==> src/core/crvg_pkg.sv <==
package crvg_pkg;

  // ----------------------------------------------------------------
  // Register indices
  // ----------------------------------------------------------------
  localparam logic [4:0] IDX_VERT_TOTAL = 5'h06;
  localparam logic [4:0] IDX_OVERFLOW = 5'h07;
  localparam logic [4:0] IDX_PRESET_ROW = 5'h08;
  localparam logic [4:0] IDX_MAX_SCAN_LINE = 5'h09;
  localparam logic [4:0] IDX_CURSOR_START_ROW = 5'h0a;
  localparam logic [4:0] IDX_CURSOR_END_ROW = 5'h0b;
  localparam logic [4:0] IDX_DISPLAY_START_HIGH = 5'h0c;
  localparam logic [4:0] IDX_DISPLAY_START_LOW = 5'h0d;
  localparam logic [4:0] IDX_CURSOR_POSITION_HIGH = 5'h0e;
  localparam logic [4:0] IDX_CURSOR_POSITION_LOW = 5'h0f;
  localparam logic [4:0] IDX_VERT_SYNC_BEGIN = 5'h10;
  localparam logic [4:0] IDX_VERT_SYNC_FINISH_CTRL = 5'h11;
  localparam logic [4:0] IDX_VERT_ACTIVE_FINISH = 5'h12;
  localparam logic [4:0] IDX_ROW_PITCH = 5'h13;
  localparam logic [4:0] IDX_UNDERLINE_ROW = 5'h14;
  localparam logic [4:0] IDX_VERT_BLANK_BEGIN = 5'h15;
  localparam logic [4:0] IDX_VERT_BLANK_FINISH = 5'h16;
  localparam logic [4:0] IDX_TIMING_MODE_CONTROL = 5'h17;
  localparam logic [4:0] IDX_LAST_PROTECTED = 5'h07;
  localparam int NUM_REGS = 24;

  // ----------------------------------------------------------------
  // Field positions
  // ----------------------------------------------------------------
  localparam int MSL_DOUBLE_BIT = 7;
  localparam int MSL_VBS9_BIT = 5;
  localparam int CUR_OFF_BIT = 5;
  localparam int OVF_VT8_BIT = 0;
  localparam int OVF_VDE8_BIT = 1;
  localparam int OVF_VRS8_BIT = 2;
  localparam int OVF_VBS8_BIT = 3;
  localparam int OVF_LC8_BIT = 4;
  localparam int OVF_VT9_BIT = 5;
  localparam int OVF_VDE9_BIT = 6;
  localparam int OVF_VRS9_BIT = 7;
  localparam int VSF_PROTECT_BIT = 7;
  localparam int VSF_REFRESH5_BIT = 6;
  localparam int VSF_INT_OFF_BIT = 5;
  localparam int VSF_INT_CLR_N_BIT = 4;
  localparam int UL_DWORD_BIT = 6;
  localparam int UL_COUNT4_BIT = 5;
  localparam int MC_TIMING_EN_BIT = 7;
  localparam int MC_BYTE_BIT = 6;
  localparam int MC_WRAP15_BIT = 5;
  localparam int MC_DIV2_BIT = 3;
  localparam int MC_VDIV_BIT = 2;
  localparam int MC_MA14_BIT = 1;
  localparam int MC_MA13_BIT = 0;

  // ----------------------------------------------------------------
  // Reset values and counts
  // ----------------------------------------------------------------
  localparam logic [7:0] REG_RESET = 8'h00;
  localparam logic [4:0] INDEX_RESET = 5'h00;
  localparam logic [2:0] REFRESH_LOW = 3'h3;
  localparam logic [2:0] REFRESH_HIGH = 3'h5;
  localparam logic [15:0] ROW_STEP_2X = 16'h0002;
  localparam logic [15:0] ROW_STEP_4X = 16'h0004;

  typedef struct packed {
    logic [15:0] addr;
    logic vretrace;
    logic vblank;
    logic vdisp;
    logic hretrace;
    logic cursor;
    logic underline;
  } crvg_disp_t;

endpackage

==> src/core/crvg_timing.sv <==
`timescale 1ns/1ns
// Notes on behaviour
// - Line-doubling bit halves the row scan clock so each line shows twice.
// - Row scan advances each horizontal retrace, clears to zero at maximum.
// - Lines-per-row field is lines per row minus one, the maximum row scan; used as compare.
// - Cursor spans start to end row; off bit or start above end hides it.
// - Cursor delayed zero to three character clocks by the skew field.
// - Address counter loads 16-bit start address after vertical retrace.
// - Vertical retrace starts at a 10-bit line from start and overflow bits.
// - Protect bit blocks writes to registers 0-7 except line compare bit.
// - Three refresh cycles per line, five when refresh-count bit set.
// - Interrupt enabled when enable bit low; source shown in status bit.
// - Writing 0 to clear bit resets flag; software writes 1 back after.
// - Vertical retrace ends when line count low four bits match end field.
// - Display enable ends at 10-bit line using overflow bits 1 and 6.
// - Each new character row adds two or four times the row pitch.
// - Address counter steps per character clock, or divided by 2 or 4.
// - Underline on the row scan one above the programmed field.
// - Vertical blank starts one line above a 10-bit programmed value.
// - Vertical blank ends when line count matches 8-bit end value.
// - Timing-enable bit low holds both retraces cleared and keeps the retrace interrupt flag from setting.
// - Word mode shifts address up one, doubleword two, byte passes through.
// - Vertical-divide bit clocks the vertical counter at half line rate.
// - During display, row scan bits may replace address outputs 13 and 14.
// - Five-bit index written to address port selects the data port register.
// - Row scan loads the preset value after vertical retrace.
// - Overflow register holds bits 8 and 9 of the vertical values, except blank-start bit 9 (in the max scan line register).
module crvg_timing
  import crvg_pkg::*;
(
  input wire logic i_core_clk, // System clock
  input wire logic i_rstn, // Async reset, active low
  input wire logic i_index_wr, // Index port write strobe
  input wire logic i_data_wr, // Data port write strobe
  input wire logic [7:0] i_wdata, // Write data
  output logic [7:0] o_rdata, // Data port read value
  output logic [4:0] o_index, // Current index
  input wire logic i_char_tick, // Character clock pulse
  input wire logic i_hretrace, // Horizontal retrace from horizontal timing
  input wire logic i_hdisp, // Horizontal display enable
  output crvg_disp_t o_disp, // Display timing outputs
  output logic [8:0] o_refresh_row_addr, // Refresh address
  output logic o_refresh_cycle, // Refresh cycle pulse
  output logic o_irq, // Vertical retrace interrupt
  output logic o_vint_status // Interrupt source status bit
);

  // ----------------------------------------------------------------
  // Helpers
  // ----------------------------------------------------------------
  function automatic logic [9:0] join10(input logic b9, input logic b8, input logic [7:0] lo);
    join10 = {b9, b8, lo};
  endfunction

  function automatic logic [15:0] map_addr(input logic [15:0] c, input logic dword, input logic bytem,
                                           input logic wrap15);
    if (dword) begin
      map_addr = {c[13:0], c[13:12]};
    end else if (!bytem) begin
      map_addr = {c[14:0], wrap15 ? c[15] : c[13]};
    end else begin
      map_addr = c;
    end
  endfunction

  // ----------------------------------------------------------------
  // Register file
  // ----------------------------------------------------------------
  logic [7:0] regs_r [NUM_REGS];
  logic [7:0] regs_nxt [NUM_REGS];
  logic [4:0] index_r, index_nxt;
  logic [7:0] rdata_r, rdata_nxt;

  always_comb begin
    for (int i = 0; i < NUM_REGS; i++) begin
      regs_nxt[i] = regs_r[i];
    end
    index_nxt = index_r;
    if (i_index_wr) begin
      index_nxt = i_wdata[4:0];
    end
    if (i_data_wr && (index_r < 5'(NUM_REGS))) begin
      if (regs_r[IDX_VERT_SYNC_FINISH_CTRL][VSF_PROTECT_BIT] && (index_r <= IDX_LAST_PROTECTED)) begin
        if (index_r == IDX_OVERFLOW) begin
          regs_nxt[IDX_OVERFLOW][OVF_LC8_BIT] = i_wdata[OVF_LC8_BIT];
        end
      end else begin
        regs_nxt[index_r] = i_wdata;
      end
    end
    rdata_nxt = (index_nxt < 5'(NUM_REGS)) ? regs_nxt[index_nxt] : REG_RESET;
  end

  always_ff @(posedge i_core_clk or negedge i_rstn) begin
    if (!i_rstn) begin
      for (int i = 0; i < NUM_REGS; i++) begin
        regs_r[i] <= REG_RESET;
      end
      index_r <= INDEX_RESET;
      rdata_r <= REG_RESET;
    end else begin
      regs_r <= regs_nxt;
      index_r <= index_nxt;
      rdata_r <= rdata_nxt;
    end
  end

  assign o_rdata = rdata_r;
  assign o_index = index_r;

  // ----------------------------------------------------------------
  // Decoded fields
  // ----------------------------------------------------------------
  logic [7:0] ovf, msl, ctl, ul, vsf;
  logic [9:0] vtotal, vrs, vde, vbs;
  logic timing_en, dword, count4;

  assign ovf = regs_r[IDX_OVERFLOW];
  assign msl = regs_r[IDX_MAX_SCAN_LINE];
  assign ctl = regs_r[IDX_TIMING_MODE_CONTROL];
  assign ul = regs_r[IDX_UNDERLINE_ROW];
  assign vsf = regs_r[IDX_VERT_SYNC_FINISH_CTRL];
  assign vtotal = join10(ovf[OVF_VT9_BIT], ovf[OVF_VT8_BIT], regs_r[IDX_VERT_TOTAL]);
  assign vrs = join10(ovf[OVF_VRS9_BIT], ovf[OVF_VRS8_BIT], regs_r[IDX_VERT_SYNC_BEGIN]);
  assign vde = join10(ovf[OVF_VDE9_BIT], ovf[OVF_VDE8_BIT], regs_r[IDX_VERT_ACTIVE_FINISH]);
  assign vbs = join10(msl[MSL_VBS9_BIT], ovf[OVF_VBS8_BIT], regs_r[IDX_VERT_BLANK_BEGIN]);
  assign timing_en = ctl[MC_TIMING_EN_BIT];
  assign dword = ul[UL_DWORD_BIT];
  assign count4 = ul[UL_COUNT4_BIT];

  // ----------------------------------------------------------------
  // Vertical timing and row scan
  // ----------------------------------------------------------------
  logic hret_d_r, vdiv_r, vdiv_nxt, dbl_r, dbl_nxt;
  logic [9:0] vcnt_r, vcnt_nxt;
  logic [4:0] row_r, row_nxt;
  logic vret_r, vret_nxt, vblank_r, vblank_nxt;
  logic [15:0] row_start_r, row_start_nxt;
  logic line_edge, vline, row_tick, frame_end, vret_begin;

  assign line_edge = i_hretrace && !hret_d_r;
  assign vline = line_edge && (!ctl[MC_VDIV_BIT] || vdiv_r);
  assign row_tick = vline && (!msl[MSL_DOUBLE_BIT] || dbl_r);
  assign frame_end = vline && (vcnt_r == vtotal + 10'h001);
  assign vret_begin = vline && (vcnt_nxt == vrs) && timing_en;

  always_comb begin
    vdiv_nxt = vdiv_r;
    dbl_nxt = dbl_r;
    vcnt_nxt = vcnt_r;
    row_nxt = row_r;
    row_start_nxt = row_start_r;
    vret_nxt = vret_r;
    vblank_nxt = vblank_r;
    if (line_edge) begin
      vdiv_nxt = !vdiv_r;
    end
    if (vline) begin
      dbl_nxt = !dbl_r;
      vcnt_nxt = frame_end ? 10'h000 : vcnt_r + 10'h001;
    end
    if (frame_end) begin
      row_nxt = regs_r[IDX_PRESET_ROW][4:0];
      row_start_nxt = {regs_r[IDX_DISPLAY_START_HIGH], regs_r[IDX_DISPLAY_START_LOW]};
      dbl_nxt = 1'b0;
    end else if (row_tick) begin
      if (row_r == msl[4:0]) begin
        row_nxt = 5'h00;
        // Row start steps by two or four times the pitch
        row_start_nxt = row_start_r + ((count4 || dword) ? ROW_STEP_4X : ROW_STEP_2X) *
                        {8'h00, regs_r[IDX_ROW_PITCH]};
      end else begin
        row_nxt = row_r + 5'h01;
      end
    end
    if (vline) begin
      if (vcnt_nxt == vrs) begin
        vret_nxt = 1'b1;
      end else if (vcnt_nxt[3:0] == vsf[3:0]) begin
        vret_nxt = 1'b0;
      end
      if (vcnt_nxt == vbs + 10'h001) begin
        vblank_nxt = 1'b1;
      end else if (vcnt_nxt[7:0] == regs_r[IDX_VERT_BLANK_FINISH]) begin
        vblank_nxt = 1'b0;
      end
    end
    if (!timing_en) begin
      vret_nxt = 1'b0;
    end
  end

  always_ff @(posedge i_core_clk or negedge i_rstn) begin
    if (!i_rstn) begin
      hret_d_r <= 1'b0;
      vdiv_r <= 1'b0;
      dbl_r <= 1'b0;
      vcnt_r <= 10'h000;
      row_r <= 5'h00;
      row_start_r <= 16'h0000;
      vret_r <= 1'b0;
      vblank_r <= 1'b0;
    end else begin
      hret_d_r <= i_hretrace;
      vdiv_r <= vdiv_nxt;
      dbl_r <= dbl_nxt;
      vcnt_r <= vcnt_nxt;
      row_r <= row_nxt;
      row_start_r <= row_start_nxt;
      vret_r <= vret_nxt;
      vblank_r <= vblank_nxt;
    end
  end

  // ----------------------------------------------------------------
  // Address counter and refresh
  // ----------------------------------------------------------------
  logic [15:0] ma_r, ma_nxt;
  logic [1:0] pre_r, pre_nxt;
  logic [2:0] rcnt_r, rcnt_nxt;
  logic [8:0] rfa_r, rfa_nxt;
  logic rcyc_r, rcyc_nxt;
  logic ma_step, vdisp;

  assign vdisp = (vcnt_r <= vde);
  assign ma_step = i_char_tick && i_hdisp &&
                   (count4 ? (pre_r == 2'h3) : (ctl[MC_DIV2_BIT] ? pre_r[0] : 1'b1));

  always_comb begin
    ma_nxt = ma_r;
    pre_nxt = pre_r;
    rcnt_nxt = rcnt_r;
    rfa_nxt = rfa_r;
    rcyc_nxt = 1'b0;
    if (line_edge) begin
      ma_nxt = row_start_nxt;
      pre_nxt = 2'h0;
      // Refresh burst length taken at each line start
      rcnt_nxt = vsf[VSF_REFRESH5_BIT] ? REFRESH_HIGH : REFRESH_LOW;
    end else begin
      if (i_char_tick && i_hdisp) begin
        pre_nxt = pre_r + 2'h1;
      end
      if (ma_step) begin
        ma_nxt = ma_r + 16'h0001;
      end
      if (i_char_tick && i_hretrace && (rcnt_r != 3'h0)) begin
        rcnt_nxt = rcnt_r - 3'h1;
        rfa_nxt = rfa_r + 9'h001;
        rcyc_nxt = 1'b1;
      end
    end
  end

  always_ff @(posedge i_core_clk or negedge i_rstn) begin
    if (!i_rstn) begin
      ma_r <= 16'h0000;
      pre_r <= 2'h0;
      rcnt_r <= 3'h0;
      rfa_r <= 9'h000;
      rcyc_r <= 1'b0;
    end else begin
      ma_r <= ma_nxt;
      pre_r <= pre_nxt;
      rcnt_r <= rcnt_nxt;
      rfa_r <= rfa_nxt;
      rcyc_r <= rcyc_nxt;
    end
  end

  assign o_refresh_row_addr = rfa_r;
  assign o_refresh_cycle = rcyc_r;

  // ----------------------------------------------------------------
  // Cursor, underline, interrupt and outputs
  // ----------------------------------------------------------------
  logic [2:0] skew_r, skew_nxt;
  logic vint_r, vint_nxt;
  crvg_disp_t disp_r, disp_nxt;
  logic [4:0] cur_start, cur_end;
  logic cur_raw, active;
  logic [15:0] addr_mapped;

  assign cur_start = regs_r[IDX_CURSOR_START_ROW][4:0];
  assign cur_end = regs_r[IDX_CURSOR_END_ROW][4:0];
  assign active = i_hdisp && vdisp;
  assign cur_raw = active && !regs_r[IDX_CURSOR_START_ROW][CUR_OFF_BIT] && (cur_start <= cur_end) &&
                   (row_r >= cur_start) && (row_r <= cur_end) &&
                   (ma_r == {regs_r[IDX_CURSOR_POSITION_HIGH], regs_r[IDX_CURSOR_POSITION_LOW]});
  assign addr_mapped = map_addr(ma_r, dword, ctl[MC_BYTE_BIT], ctl[MC_WRAP15_BIT]);

  always_comb begin
    skew_nxt = skew_r;
    if (i_char_tick) begin
      skew_nxt = {skew_r[1:0], cur_raw};
    end
    // Clear bit held low wins over a new retrace start
    vint_nxt = vint_r;
    if (!vsf[VSF_INT_CLR_N_BIT]) begin
      vint_nxt = 1'b0;
    end else if (vret_begin && !vsf[VSF_INT_OFF_BIT]) begin
      vint_nxt = 1'b1;
    end
    disp_nxt.addr = addr_mapped;
    if (active && !ctl[MC_MA13_BIT]) begin
      disp_nxt.addr[13] = row_r[0];
    end
    if (active && !ctl[MC_MA14_BIT]) begin
      disp_nxt.addr[14] = row_r[1];
    end
    unique case (regs_r[IDX_CURSOR_END_ROW][6:5])
      2'h0: disp_nxt.cursor = cur_raw;
      2'h1: disp_nxt.cursor = skew_r[0];
      2'h2: disp_nxt.cursor = skew_r[1];
      2'h3: disp_nxt.cursor = skew_r[2];
    endcase
    disp_nxt.underline = active && (row_r == ul[4:0] + 5'h01);
    disp_nxt.vretrace = vret_nxt;
    disp_nxt.vblank = vblank_nxt;
    disp_nxt.vdisp = vdisp;
    disp_nxt.hretrace = i_hretrace && timing_en;
  end

  always_ff @(posedge i_core_clk or negedge i_rstn) begin
    if (!i_rstn) begin
      skew_r <= 3'h0;
      vint_r <= 1'b0;
      disp_r <= '0;
    end else begin
      skew_r <= skew_nxt;
      vint_r <= vint_nxt;
      disp_r <= disp_nxt;
    end
  end

  assign o_disp = disp_r;
  assign o_vint_status = vint_r;
  assign o_irq = vint_r && !vsf[VSF_INT_OFF_BIT];

endmodule

==> config.mk <==
export PLATFORM = sky130hd
export DESIGN_NAME = crvg_timing
export DESIGN_NICKNAME = d
export VERILOG_FILES = /design/src/core/crvg_pkg.sv /design/src/core/crvg_timing.sv
export SDC_FILE = /design/constraint.sdc
export NUM_CORES = 1
export LEC_CHECK = 0
export BUFFER_PORTS_ARGS = -buffer_cell sky130_fd_sc_hd__buf_4
export CORE_MARGIN = 10
export CORE_UTILIZATION = 65
export CTS_CLUSTER_SIZE = 24
export DETAILED_ROUTE_END_ITERATION = 6
export HOLD_SLACK_MARGIN = 0.12
export MAX_ROUTING_LAYER = met4
export PLACE_DENSITY = 0.8
export SYNTH_ARGS = -nofsm -noshare
export SYNTH_HDL_FRONTEND = slang
export SYNTH_SLANG_ARGS = --single-unit
==> constraint.sdc <==
create_clock -name i_core_clk -period 7.8 [get_ports i_core_clk]
set_clock_uncertainty 0.05 [all_clocks]
set_input_delay 0.78 -clock i_core_clk [delete_from_list [all_inputs] [get_ports i_core_clk]]
set_output_delay 0.78 -clock i_core_clk [all_outputs]
set_load 0.01 [all_outputs]
==> flow_metrics.env <==
export IMPL_grt_max_degree=125
export IMPL_ir_worst_vdd_uv=268
export IMPL_synth_edff_count=0
export IMPL_vias=13200
export IMPL_path_clk_slew_ns=0.06
export IMPL_post_route_worst_setup_slack_ns=2.96
export IMPL_hold_viol_final=0
export IMPL_die_y_um=181
export IMPL_drc=0
export IMPL_syn_area_um2=16800
export IMPL_drt_initial_drc_count=1411
export IMPL_place_gp_congestion=0.969
export IMPL_worstPathCellList="nor2_1 > mux2_2 > fa_1 > ha_1 > a21o_1 > a21oi_1 > o21ai_0 > a2111oi_0 > o31a_1 > or3_1 > a31oi_1 > mux2_2"
export IMPL_max_stage_delay_ns=0.75
export IMPL_clk_path_buf_depth=3
export IMPL_grt_first_pass_wirelength_um=75500
export IMPL_syn_avg_cell_area_um2=10.5
export IMPL_synth_seq_cells=296
export IMPL_coreArea_um2=25300
export IMPL_antenna_cells=0
export IMPL_fp_dieW_um=181
export IMPL_mostFrequentLayoutCells="dfrtp_1 (296), mux2_2 (211), nand2_1 (112)"
export IMPL_cap_violations=0
export IMPL_ys_flop_type="dfrtp_1"
export IMPL_ios=62
export IMPL_cts_setup_buffers=0
export IMPL_grt_overflow=0
export IMPL_layout_commonest_cell="dfrtp_1"
export IMPL_synth_top_area_share_pct=44.0
export IMPL_finalCritPeriodShare_pct=62.1
export IMPL_status="finished clean"
export IMPL_relSlewSlack_pct=34.0
export IMPL_num_rows=58
export IMPL_cts_tree="yes"
export IMPL_grt_pass1_vias=13200
export IMPL_yosysTopAreaCell="dfrtp_1"
export IMPL_slowest_stage="nor2_1"
export IMPL_crit_path_frequent_cell="mux2_2"
export IMPL_worstSkewPairLatency_ns=0.52
export IMPL_io_buffers=61
export IMPL_synth_area_leaders="dfrtp_1 (44%), mux2_2 (14%), ha_1 (3.4%)"
export IMPL_cts_htree_levels=2
export IMPL_root_buffer="clkbuf_16"
export IMPL_hpwl_um=33200
export IMPL_wl_um=47500
export IMPL_min_period_ns=4.84
export IMPL_synth_seq_area_share_pct=44.0
export IMPL_synthArstFlopShare_pct=100
export IMPL_start_util_pct=66.5
export IMPL_tightest_slew_ns=0.986
export IMPL_setup_viol=0
export IMPL_final_nets=1685
export IMPL_cts_hold_buffers_added=0
export IMPL_synth_cell_types=83
export IMPL_required_ns=8.15
export IMPL_rsz0062_at_grt="false"
export IMPL_arrival_ns=5.19
export IMPL_path_class="reg -> reg"
export IMPL_synth_warnings=0
export IMPL_track_usage_pct=29.3
export IMPL_cp_end_kind="flip-flop"
export IMPL_ctsResizeCount=0
export IMPL_drtPass1Iterations=6
export IMPL_area_growth_pct=9.82
export IMPL_wl_per_cell_um=24.2
export IMPL_ff2ff_setup_slack_ns=2.96
export IMPL_syn_inst=1597
export IMPL_drv_slew=0
export IMPL_fp_dieArea_um2=32800
export IMPL_timing_fmax_mhz=207
export IMPL_numCtsBuffers=34
export IMPL_powerDensity_nw_per_um2=340
export IMPL_grt_antenna_before_repair=0
export IMPL_p_leak_nw=8.39
export IMPL_final_util_pct=73.0
export IMPL_cp_max_fo=33
export IMPL_hold_path_class="in -> async"
export IMPL_cts_sinks=296
export IMPL_tns_ns=0
export IMPL_drive_gt1_share_pct=21.4
export IMPL_place_ws_ns=3.01
export IMPL_crit_path_start_kind="flip-flop"
export IMPL_ant_nets=0
export IMPL_avgViaCountPerCell=6.70
[Yosys cell counts, drive strengths merged, types with 8 or more instances]
library cell and instances:
a211oi 9, a21o 25, a21oi 51, a31oi 16, and3 12, and4 9, buf 17, clkbuf 80
dfrtp 296, fa 8, ha 46, inv 61, mux2 211, mux2i 39, nand2 112, nand2b 43
nand3 45, nand4 22, nor2 94, nor2b 13, nor3 17, nor4 16, o2111ai 11, o211ai 34
o21a 15, o21ai 54, o221ai 8, o22a 12, o22ai 8, o32a 10, or3 12, xnor2 47
xor2 51
[sequential cells by signal, indices dropped and copies added, names as in the netlist]
signal and count:
row_start_r 16, o_rdata 8, o_vint_status 1, ctl 8, row_r 5, o_index 5
cur_start 5, cur_end 5, pre_r 2, o_refresh_cycle 1, msl 8, rcnt_r 3
skew_r 3, hret_d_r 1, vdiv_r 1, o_refresh_row_addr 9, vcnt_r 10, dbl_r 1
ul 8, vsf 8, ovf 8, o_disp 22, ma_r 16, regs_r 142
[metrics by stage]
| step | std cells | total power [mW] | hold WS [ns] | cell area, um2 |
|---|---|---|---|---|
| detailed placement | 1910 | 4.73 | 0.412 | 17500 |
| global placement | 1910 | 4.63 | 0.398 | 17500 |
| floorplan | 1602 | 3.98 | 0.384 | 16900 |
| CTS | 1965 | 6.25 | 0.348 | 18500 |
| finish | 1965 | 6.29 | 0.296 | 18500 |
| global route | 1965 | 6.65 | 0.366 | 18500 |
[cells by family (layout without fill, tap and decap cells)]
family          after synthesis  count (layout)  share of synthesized area (%)
buf+inv                     158             191                           3.69
flops                       296             296                           44.0
xor+xnor                     98              98                           5.10
fa+ha+maj                    54              54                           4.37
mux                         251             251                           16.6
compound gates              311             311                           13.3
other cells                   2               7                         0.0446
simple gates                427             427                           13.0
[worst paths after layout]
check | endpoint | startpoint | depth (start not counted)
worst max-delay path | ma_r[13] | ul[6] | 12
worst min-delay path | row_start_r[11] | i_rstn | 1
worst max register to register | ma_r[13] | ul[6] | 12
worst min register to register | o_refresh_row_addr[8] | o_refresh_row_addr[8] | 1
max in group asynchronous | cur_end[1] | i_rstn | 2
min in group i_core_clk | hret_d_r | i_hretrace | 1
[metal layers]
| layer | wire length (um) | part of all wire, % | track usage [%] | vias up |
|---|---|---|---|---|
| li1 | - | - | - | 5802 |
| met1 | 20100 | 42 | 40.0 | 6549 |
| met2 | 21200 | 45 | 42.7 | 696 |
| met3 | 4730 | 10 | 6.63 | 114 |
| met4 | 1460 | 3.1 | 9.05 | 0 |
| met5 | 0 | 0 | - | - |
[report_power, final]
part / leakage (nW) / internal [mW] / switching [mW]
registers: 3.83 / 1.99 / 0.538
clock network: 0.504 / 0.893 / 0.622
logic: 4.05 / 1.04 / 1.20
total: 8.39 / 3.93 / 2.36
[final cells by class]
cell class / count / area [um2]
Fill cell: 1827 / 6830
Inverter: 61 / 229
Multi-Input combinational cell: 1148 / 8840
Tap cell: 330 / 413
Clock inverter: 5 / 57.6
Sequential cell: 296 / 7410
Timing Repair Buffer: 75 / 583
Clock buffer: 50 / 972
[worst max-delay path: cells and delay by family (launching register included)]
kind                       cells  cell delay (ns)
adders and majority gates      2             0.80
muxes                          2             0.70
AOI/OAI and AO/OA              6             1.58
DFF                            1             0.71
and+or+nand+nor                2             0.88
Note: power is estimated with default switching activity, not from simulation.
